--- src/core/dah_defs.svh ---
// Constant definitions for the debug authentication and halting control block
`ifndef DAH_DEFS_SVH
`define DAH_DEFS_SVH
`define DAH_ADDR_W 12
`define DAH_OFS_CTRL 12'h000
`define DAH_OFS_STATUS 12'h004
`define DAH_OFS_CORE 12'h008
`define DAH_OFS_EVENT 12'h00c
`define DAH_OFS_SYND 12'h010
`define DAH_OFS_OSLOCK 12'h014
`define DAH_OFS_REQ 12'h018
`define DAH_CTRL_TDA 0
`define DAH_CTRL_INTDIS 1
`define DAH_CORE_DEBUG 0
`define DAH_CORE_HYP 1
`define DAH_CORE_TGE 2
`define DAH_REQ_BKPT 0
`define DAH_REQ_WARM 1
`define DAH_RESP_OKAY 2'h0
`define DAH_RESP_SLVERR 2'h2
`define DAH_RESP_DECERR 2'h3
`define DAH_DATA_FAULT_STATUS_DEBUG 5'h02
`endif

--- src/core/dah_pkg.sv ---
// Types shared by the debug authentication and halting control block
`default_nettype none
package dah_pkg;
   typedef enum logic [1:0] {
      DAH_LVL_APP = 2'h0,
      DAH_LVL_OS = 2'h1,
      DAH_LVL_HYP = 2'h2
   } dah_level_t;
   typedef enum logic [2:0] {
      DAH_EV_NONE = 3'h0,
      DAH_EV_SYNC = 3'h1,
      DAH_EV_HVC = 3'h2,
      DAH_EV_ASYNC = 3'h3,
      DAH_EV_RESET = 3'h4,
      DAH_EV_DEBUG = 3'h5
   } dah_event_t;
endpackage
`default_nettype wire

--- src/core/dah_perm_if.sv ---
// Permission bundle passed from the authentication stage to the main logic
`default_nettype none
interface dah_perm_if;
   logic invasive;
   logic noninvasive;
   logic hyp_invasive;
   logic hyp_noninvasive;
   modport src (output invasive, output noninvasive, output hyp_invasive,
      output hyp_noninvasive);
   modport dst (input invasive, input noninvasive, input hyp_invasive,
      input hyp_noninvasive);
endinterface
`default_nettype wire

--- src/core/dah_auth.sv ---
// Authentication input synchroniser and permission derivation
`default_nettype none
module dah_auth #(
   parameter bit HYP_IMPL = 1'b1
) (
   // Clock and reset
   input wire logic sys_clk,
   input wire logic reset_n,
   // Authentication inputs
   input wire logic debug_enable_in,
   input wire logic noninv_enable_in,
   input wire logic hyp_inv_enable_in,
   input wire logic hyp_noninv_enable_in,
   // Permissions
   dah_perm_if.src perm
);
   logic [3:0] meta_q, meta_d, sync_q, sync_d;
   logic dbg, nid, hid, hnid;

   always_comb begin
      meta_d = {hyp_noninv_enable_in, hyp_inv_enable_in, noninv_enable_in, debug_enable_in};
      sync_d = meta_q;
   end

   always_ff @(posedge sys_clk or negedge reset_n) begin
      if (!reset_n) begin
         meta_q <= 4'h0;
         sync_q <= 4'h0;
      end else begin
         meta_q <= meta_d;
         sync_q <= sync_d;
      end
   end

   always_comb begin
      dbg = sync_q[0];
      nid = sync_q[1];
      hid = sync_q[2] & HYP_IMPL;
      hnid = sync_q[3] & HYP_IMPL;
      // Forms below keep the ordering between permissions by construction
      perm.invasive = dbg;
      perm.noninvasive = dbg | nid;
      perm.hyp_invasive = dbg & hid;
      perm.hyp_noninvasive = (dbg | nid) & (hid | hnid);
   end
endmodule
`default_nettype wire

--- src/core/dah_top.sv ---
// Debug authentication, halting control and AXI4-Lite register slave
//
// Added by the designer: the placing of the registers and the AXI4-Lite slave port.
`default_nettype none
`include "dah_defs.svh"
// Notes on behaviour
// - Permissions are simple AND/OR combinations of the four enable inputs.
// - Hyp permissions never exceed base ones; invasive implies non-invasive.
// - Without a hypervisor level both hyp inputs act as held low.
// - No hyp invasive permission: halting prohibited at hyp level or when trapping.
// - No hyp invasive permission: breakpoint clear and warm reset writes dropped.
// - No hyp invasive permission: trap access ignored at hyp, hyp interrupts unmasked.
// - Outside debug state halting-denied reads inverse of hyp invasive permission.
// - Debug entry loads halting-denied: zero at hyp or trap, else inverse permission.
// - Halting-denied holds constant throughout debug state.
// - Halting-denied in debug state makes hyp change and hyp-trapped instructions undefined.
// - Halting-denied in debug state sends hyp MPU faults to OS level as debug event.
// - Stepping enters an exception if halting allowed at target, else steps over.
// - Stepped synchronous exception to OS, or allowed hyp, sets step syndrome.
// - Hypervisor call during stepping always sets step syndrome.
// - Asynchronous exception before step to OS, or allowed hyp, sets syndrome.
// - Disallowed hyp synchronous or asynchronous exceptions and debug entries leave step syndrome alone.
// - Clean step completion or reset to highest level sets step syndrome.
// - Hyp invasive input alters register access permissions only for writes to the request register.
// - OS lock write without invasive permission gets an error response.
module dah_top #(
   parameter bit HYP_IMPL = 1'b1
) (
   // Clock and reset
   input wire logic sys_clk,
   input wire logic reset_n,
   // Authentication inputs
   input wire logic debug_enable_in,
   input wire logic noninv_enable_in,
   input wire logic hyp_inv_enable_in,
   input wire logic hyp_noninv_enable_in,
   // Core state
   input wire logic in_debug_state,
   input wire logic [1:0] current_level,
   input wire logic trap_general_exceptions,
   input wire logic hyp_trap_configured,
   input wire logic is_debug_change_to_hyp_instr,
   input wire logic hyp_mpu_fault,
   input wire logic hyp_irq_pending,
   // Step events
   input wire logic step_event_valid,
   input wire logic [2:0] step_event,
   input wire logic [1:0] step_target_level,
   // Halting and step results
   output logic halting_allowed,
   output logic step_into,
   output logic instr_undefined,
   output logic fault_to_os_level,
   output logic [4:0] data_fault_status,
   output logic hyp_irq_masked,
   output logic trap_debug_access_eff,
   output logic sticky_bkpt_clear_pulse,
   output logic warm_reset_pulse,
   output logic oslock_q,
   // AXI4-Lite slave
   input wire logic [11:0] s_axi_awaddr,
   input wire logic s_axi_awvalid,
   output logic s_axi_awready,
   input wire logic [31:0] s_axi_wdata,
   input wire logic [3:0] s_axi_wstrb,
   input wire logic s_axi_wvalid,
   output logic s_axi_wready,
   output logic [1:0] s_axi_bresp,
   output logic s_axi_bvalid,
   input wire logic s_axi_bready,
   input wire logic [11:0] s_axi_araddr,
   input wire logic s_axi_arvalid,
   output logic s_axi_arready,
   output logic [31:0] s_axi_rdata,
   output logic [1:0] s_axi_rresp,
   output logic s_axi_rvalid,
   input wire logic s_axi_rready
);
   dah_perm_if perm ();

   dah_auth #(.HYP_IMPL(HYP_IMPL)) u_auth (
      .sys_clk(sys_clk),
      .reset_n(reset_n),
      .debug_enable_in(debug_enable_in),
      .noninv_enable_in(noninv_enable_in),
      .hyp_inv_enable_in(hyp_inv_enable_in),
      .hyp_noninv_enable_in(hyp_noninv_enable_in),
      .perm(perm)
   );

   // Halting is allowed at a level when invasive permission covers it
   function automatic logic halt_ok(input logic [1:0] lvl, input logic tge,
      input logic inv, input logic hinv);
      halt_ok = inv & (hinv | ((lvl != dah_pkg::DAH_LVL_HYP) & !tge));
   endfunction

   // Core-side state
   logic halting_denied_bit_q, halting_denied_bit_d;
   logic step_syndrome_bit_q, step_syndrome_bit_d;
   logic trap_debug_access_q, trap_debug_access_d;
   logic interrupt_disable_ctl_q, interrupt_disable_ctl_d;
   logic oslock_d;
   logic [2:0] last_event_q, last_event_d;
   logic bkpt_q, bkpt_d, warm_q, warm_d;
   logic at_hyp, hdd_view;

   assign at_hyp = (current_level == dah_pkg::DAH_LVL_HYP);

   always_comb begin
      halting_allowed = halt_ok(current_level, trap_general_exceptions,
         perm.invasive, perm.hyp_invasive);
      step_into = step_event_valid &
         halt_ok(step_target_level, trap_general_exceptions,
         perm.invasive, perm.hyp_invasive);
      // Halting-denied view: live outside debug state, frozen inside
      hdd_view = in_debug_state ? halting_denied_bit_q : !perm.hyp_invasive;
      instr_undefined = in_debug_state & halting_denied_bit_q &
         (is_debug_change_to_hyp_instr |
         ((current_level != dah_pkg::DAH_LVL_HYP) & hyp_trap_configured));
      fault_to_os_level = in_debug_state & halting_denied_bit_q & hyp_mpu_fault;
      data_fault_status = fault_to_os_level ? `DAH_DATA_FAULT_STATUS_DEBUG : 5'h00;
      // Interrupt disable only masks hyp interrupts with hyp permission
      hyp_irq_masked = hyp_irq_pending & interrupt_disable_ctl_q & perm.hyp_invasive;
      trap_debug_access_eff = trap_debug_access_q & (!at_hyp | perm.hyp_invasive);
      sticky_bkpt_clear_pulse = bkpt_q;
      warm_reset_pulse = warm_q;
   end

   always_comb begin
      halting_denied_bit_d = halting_denied_bit_q;
      // Primed outside debug so the first debug cycle already sees the entry value
      if (!in_debug_state) begin
         if (at_hyp || trap_general_exceptions) begin
            halting_denied_bit_d = 1'b0;
         end else begin
            halting_denied_bit_d = !perm.hyp_invasive;
         end
      end
   end

   always_comb begin
      step_syndrome_bit_d = step_syndrome_bit_q;
      last_event_d = last_event_q;
      if (step_event_valid) begin
         last_event_d = step_event;
         case (step_event)
            dah_pkg::DAH_EV_NONE, dah_pkg::DAH_EV_RESET: begin
               step_syndrome_bit_d = 1'b1;
            end
            dah_pkg::DAH_EV_HVC: begin
               step_syndrome_bit_d = 1'b1;
            end
            dah_pkg::DAH_EV_SYNC: begin
               if (step_target_level != dah_pkg::DAH_LVL_HYP || perm.hyp_invasive) begin
                  step_syndrome_bit_d = 1'b1;
               end
            end
            dah_pkg::DAH_EV_ASYNC: begin
               if (step_target_level != dah_pkg::DAH_LVL_HYP || perm.hyp_invasive) begin
                  step_syndrome_bit_d = 1'b1;
               end
            end
            dah_pkg::DAH_EV_DEBUG: begin
               step_syndrome_bit_d = step_syndrome_bit_q;
            end
            default: begin
               step_syndrome_bit_d = step_syndrome_bit_q;
            end
         endcase
      end
   end

   // AXI4-Lite slave state
   logic aw_full_q, aw_full_d, w_full_q, w_full_d;
   logic [11:0] awaddr_q, awaddr_d;
   logic [31:0] wdata_q, wdata_d;
   logic [3:0] wstrb_q, wstrb_d;
   logic bvalid_q, bvalid_d;
   logic [1:0] bresp_q, bresp_d;
   logic rvalid_q, rvalid_d;
   logic [1:0] rresp_q, rresp_d;
   logic [31:0] rdata_q, rdata_d;
   logic do_write;

   always_comb begin
      s_axi_awready = !aw_full_q && !bvalid_q;
      s_axi_wready = !w_full_q && !bvalid_q;
      s_axi_arready = !rvalid_q;
      s_axi_bvalid = bvalid_q;
      s_axi_bresp = bresp_q;
      s_axi_rvalid = rvalid_q;
      s_axi_rresp = rresp_q;
      s_axi_rdata = rdata_q;
   end

   always_comb begin
      aw_full_d = aw_full_q;
      w_full_d = w_full_q;
      awaddr_d = awaddr_q;
      wdata_d = wdata_q;
      wstrb_d = wstrb_q;
      bvalid_d = bvalid_q;
      bresp_d = bresp_q;
      trap_debug_access_d = trap_debug_access_q;
      interrupt_disable_ctl_d = interrupt_disable_ctl_q;
      oslock_d = oslock_q;
      bkpt_d = 1'b0;
      warm_d = 1'b0;
      do_write = 1'b0;
      if (s_axi_awvalid && s_axi_awready) begin
         aw_full_d = 1'b1;
         awaddr_d = s_axi_awaddr;
      end
      if (s_axi_wvalid && s_axi_wready) begin
         w_full_d = 1'b1;
         wdata_d = s_axi_wdata;
         wstrb_d = s_axi_wstrb;
      end
      if (aw_full_q && w_full_q && !bvalid_q) begin
         do_write = 1'b1;
         aw_full_d = 1'b0;
         w_full_d = 1'b0;
         bvalid_d = 1'b1;
         bresp_d = `DAH_RESP_OKAY;
         // OS lock writes depend on the invasive permission, and request register writes on hyp invasive
         case ({awaddr_q[11:2], 2'b00})
            `DAH_OFS_CTRL: begin
               if (wstrb_q[0]) begin
                  trap_debug_access_d = wdata_q[`DAH_CTRL_TDA];
                  interrupt_disable_ctl_d = wdata_q[`DAH_CTRL_INTDIS];
               end
            end
            `DAH_OFS_OSLOCK: begin
               if (!perm.invasive) begin
                  bresp_d = `DAH_RESP_SLVERR;
               end else if (wstrb_q[0]) begin
                  oslock_d = wdata_q[0];
               end
            end
            `DAH_OFS_REQ: begin
               if (wstrb_q[0] && perm.hyp_invasive) begin
                  bkpt_d = wdata_q[`DAH_REQ_BKPT];
                  warm_d = wdata_q[`DAH_REQ_WARM];
               end
            end
            `DAH_OFS_STATUS, `DAH_OFS_CORE, `DAH_OFS_EVENT, `DAH_OFS_SYND: begin
               bresp_d = `DAH_RESP_OKAY;
            end
            default: begin
               bresp_d = `DAH_RESP_DECERR;
            end
         endcase
      end
      if (bvalid_q && s_axi_bready) begin
         bvalid_d = 1'b0;
      end
   end

   always_comb begin
      rvalid_d = rvalid_q;
      rresp_d = rresp_q;
      rdata_d = rdata_q;
      if (s_axi_arvalid && s_axi_arready) begin
         rvalid_d = 1'b1;
         rresp_d = `DAH_RESP_OKAY;
         rdata_d = 32'h0000_0000;
         case ({s_axi_araddr[11:2], 2'b00})
            `DAH_OFS_CTRL: begin
               rdata_d[`DAH_CTRL_TDA] = trap_debug_access_q;
               rdata_d[`DAH_CTRL_INTDIS] = interrupt_disable_ctl_q;
            end
            `DAH_OFS_STATUS: begin
               rdata_d[3:0] = {perm.hyp_noninvasive, perm.hyp_invasive,
                  perm.noninvasive, perm.invasive};
               rdata_d[4] = hdd_view;
               rdata_d[5] = halting_allowed;
            end
            `DAH_OFS_CORE: begin
               rdata_d[`DAH_CORE_DEBUG] = in_debug_state;
               rdata_d[`DAH_CORE_HYP] = at_hyp;
               rdata_d[`DAH_CORE_TGE] = trap_general_exceptions;
            end
            `DAH_OFS_EVENT: begin
               rdata_d[2:0] = last_event_q;
            end
            `DAH_OFS_SYND: begin
               rdata_d[0] = step_syndrome_bit_q;
            end
            `DAH_OFS_OSLOCK: begin
               rdata_d[0] = oslock_q;
            end
            `DAH_OFS_REQ: begin
               rdata_d = 32'h0000_0000;
            end
            default: begin
               rresp_d = `DAH_RESP_DECERR;
            end
         endcase
      end else if (rvalid_q && s_axi_rready) begin
         rvalid_d = 1'b0;
      end
   end

   always_ff @(posedge sys_clk or negedge reset_n) begin
      if (!reset_n) begin
         halting_denied_bit_q <= 1'b1;
         step_syndrome_bit_q <= 1'b0;
         last_event_q <= 3'h0;
         trap_debug_access_q <= 1'b0;
         interrupt_disable_ctl_q <= 1'b0;
         oslock_q <= 1'b0;
         bkpt_q <= 1'b0;
         warm_q <= 1'b0;
         aw_full_q <= 1'b0;
         w_full_q <= 1'b0;
         awaddr_q <= 12'h000;
         wdata_q <= 32'h0000_0000;
         wstrb_q <= 4'h0;
         bvalid_q <= 1'b0;
         bresp_q <= 2'h0;
         rvalid_q <= 1'b0;
         rresp_q <= 2'h0;
         rdata_q <= 32'h0000_0000;
      end else begin
         halting_denied_bit_q <= halting_denied_bit_d;
         step_syndrome_bit_q <= step_syndrome_bit_d;
         last_event_q <= last_event_d;
         trap_debug_access_q <= trap_debug_access_d;
         interrupt_disable_ctl_q <= interrupt_disable_ctl_d;
         oslock_q <= oslock_d;
         bkpt_q <= bkpt_d;
         warm_q <= warm_d;
         aw_full_q <= aw_full_d;
         w_full_q <= w_full_d;
         awaddr_q <= awaddr_d;
         wdata_q <= wdata_d;
         wstrb_q <= wstrb_d;
         bvalid_q <= bvalid_d;
         bresp_q <= bresp_d;
         rvalid_q <= rvalid_d;
         rresp_q <= rresp_d;
         rdata_q <= rdata_d;
      end
   end

   // Write decode uses the hyp invasive permission only for the request register
   logic unused_write;
   assign unused_write = do_write;
endmodule
`default_nettype wire

--- config.mk ---
export PLATFORM = sky130hd
export DESIGN_NAME = dah_top
export DESIGN_NICKNAME = d
export VERILOG_FILES = /design/src/core/dah_pkg.sv /design/src/core/dah_perm_if.sv /design/src/core/dah_auth.sv /design/src/core/dah_top.sv
export VERILOG_INCLUDE_DIRS = /design/src /design/src/core
export SDC_FILE = /design/constraint.sdc
export NUM_CORES = 1
export LEC_CHECK = 0
export BUFFER_PORTS_ARGS = -buffer_cell sky130_fd_sc_hd__buf_2
export CAP_MARGIN = 15
export CORE_MARGIN = 2
export CORE_UTILIZATION = 45
export CTS_CLUSTER_SIZE = 30
export DETAILED_ROUTE_END_ITERATION = 16
export PLACE_DENSITY = 0.85
export SKIP_LAST_GASP = 1
export SLEW_MARGIN = 15
export SYNTH_ARGS = -nofsm -noshare
export SYNTH_HDL_FRONTEND = slang
export SYNTH_SLANG_ARGS = --single-unit
--- constraint.sdc ---
create_clock -name sys_clk -period 3.6 [get_ports sys_clk]
set_input_delay 0.54 -clock sys_clk [delete_from_list [all_inputs] [get_ports sys_clk]]
set_output_delay 0.54 -clock sys_clk [all_outputs]
set_load 0.02 [all_outputs]
==> metrics.cfg <==
[outcome]
status=finished, final reports clean

[finish]
finalNonFillerCells=322
synthToLayoutAreaGrowth_pct=17.94
multi_input_area_um2=874.6
layout-drive-gt1-share=0.3993
regArea_um2=1102
final_common_cell=buf_2
fill_cells=428
layout_common_cells=72 x buf_2, 43 x dfrtp_1, 30 x conb_1
fin_nets=352
antennaDiodeCount=0

[yosys]
syn_inst=193
syn_avg_cell_area_um2=11.02
ys_seq_area_frac=0.5182
synth_xor_area_frac=0
synth_adder_area_share=0
synth_seq_cells=44
synth_compound_area_frac=0.09353
syn_area_um2=2127
yosysUniqueCellTypes=34
synth_mux_area_frac=0.1206
yosysWarnings=0
synth_simple_gate_area_frac=0.1441
synth_top_family_by_area=simple AND/OR/NAND/NOR gates

[grt]
grt_max_degree=45
track_usage=0.1573
antenna_found_initial=0
grt_first_pass_wirelength_mm=6.423
grt_overflow=0
grt_pass1_vias=1473

[placement]
gp_congestion=0.7731
dpl.hpwl_mm=3.114
port_buffers=72
post-place-ws_ns=1.532
dp.cells=314

[power_and_ir_drop]
irDropWorstVdd_mv=0.3405
power.density_nw_per_um2=569.1
p_leak_nw=1.275
total_power_w=0.001428

[critical_path]
path_max_fanout=2
required_ns=3.78
timing.rr.end=interrupt_disable_ctl_q
critPathLaunchType=flop
critPathArrivalTime_ns=2.13
path_class=reg2reg
r2r_slack_ns=1.66
endpoint_kind=flop
reg2reg_depth=4
r2r_start=awaddr_q[8]

[clock_network]
numCtsBuffers=5
postCtsSetupRepairBufs=0
post_cts_resized=0
cts.clk_slew.worst_paths_ns=0.08
cts_tree=done
clock_latency_ns=0.30
htree_num_levels=2
cts_max_path_buffers=2
clock-sinks=44
cts_root_buf=clkbuf_8
hold_buffers=0

[routing]
drc=0
initialDrtViolationCount=73
routedWlPerCell_um=12.05
drt_first_pass_iters=4
drtAntennaViolNets=0
drt_wl_total_mm=3.881
viasPerCell=4.817
vias=1551

[sta]
drv_slew=0
maxSlewHeadroom=0.3765
tightest_slew_ns=0.9352
setup-violations-final=0
whs_ns=0.3477
setup_ws_ns=1.657
layout_min_cycle_time_ns=1.943
hold_viol=0
finalClockSkew_ns=0.005713
rsz0062_at_grt=no
finalSetupTns_ns=0
fmax_ghz=0.5146
finalCritPeriodShare=0.5398

[floorplanning]
dieArea_um2=5293
core-area_um2=4629
start_util=0.4595
ios=140
fp.dieW_um=72.75
rows=25
die_h_um=72.75

[worst_hold_path]
hold-path-cell-count=1
hold_start=debug_enable_in
hold_end=u_auth.meta_q[0]
hp-class=in2reg

[flow_run]
drv_cap=0

-- layer usage --
| layer | GRT usage | part of all wire | up-vias |
|---|---|---|---|
| met5 | 0 | 0 | - |
| met4 | 0.06790 | 0.020 | 0 |
| met3 | 0.03729 | 0.050 | 7 |
| met2 | 0.2525 | 0.50 | 55 |
| met1 | 0.2038 | 0.43 | 724 |
| li1 | - | - | 765 |
-- worst max-delay path by stage --
stage,start,endpoint,depth (start not counted)
floorplan,s_axi_araddr[9],s_axi_rresp[0],4
global placement,s_axi_araddr[9],s_axi_rresp[0],5
detailed placement,s_axi_araddr[9],s_axi_rresp[0],5
CTS,awaddr_q[8],sticky_bkpt_clear_pulse,4
global route,awaddr_q[8],interrupt_disable_ctl_q,4
finish,awaddr_q[8],interrupt_disable_ctl_q,4
-- metrics by stage --
step	util	instance area [um^2]
floorplan	-	2236
global placement	0.5219	2416
detailed placement	0.5219	2416
CTS	0.5419	2509
global route	0.5419	2509
finish	0.5419	2509
-- sequential cells by signal, indices dropped and copies added, names as in the netlist, 2 cells and up --
signal,count
awaddr_q,10
last_event_q,3
s_axi_bresp,2
s_axi_rdata,6
u_auth.meta_q,4
u_auth.sync_q,4
wdata_q,2
-- cell type report --
| class | count | area share |
|---|---|---|
| clock buffers | 6 | 0.03292 |
| clock inverters | 2 | 0.003990 |
| inverters | 3 | 0.004489 |
| multi-input cells | 141 | 0.3486 |
| flip-flops and latches | 44 | 0.4394 |
| well taps | 54 | 0.02693 |
| repair buffers | 72 | 0.1436 |
-- power by group --
group,total [W],switching [W],internal (W)
combinational,0.000398,0.000217,0.000182
sequential,0.000716,0.000100,0.000615
clock,0.000314,0.000161,0.000153
-- synth_stat cells --
library cell	instances	area, um^2
and4_1	1	8.760
nand3_1	3	15.01
a21oi_1	4	20.02
inv_1	3	11.26
mux2i_1	2	20.02
and3_1	2	12.51
o211a_1	1	10.01
nor2b_1	4	25.02
nor4_2	1	12.51
o21ai_0	15	75.07
dfstp_2	1	26.28
nand2b_1	4	25.02
a21o_1	1	7.510
a21boi_0	1	7.510
buf_4	32	240.2
or2_2	1	6.260
or4_4	2	22.52
mux2_2	19	214.0
o31ai_1	3	22.52
nor2_1	9	33.78
mux4_2	1	22.52
nor4_1	1	6.260
and2_1	5	31.28
a31oi_1	5	31.28
a22oi_1	1	7.510
clkbuf_1	2	7.510
dfrtp_1	43	1076
nand3b_2	1	11.26
conb_1	1	3.750
nand2_1	17	63.81
o41ai_1	1	8.760
nor3_1	2	10.01
a31o_2	1	8.760
or4_1	3	22.52
-- worst max-delay path: stages (launching register included) --
cell and delay (ns):
dfrtp_1 0.38, or4_4 0.53, nor4_1 0.29, and4_1 0.29, mux2_2 0.33
-- kinds of logic (layout without fill, tap and decap cells) --
group	Yosys count	after routing
and+or+nand+nor	56	56
DFF	44	44
AOI/OAI and AO/OA	33	33
buffers and inverters	37	83
other	1	30
muxes	22	22
(Power assumes the default switching activity.)
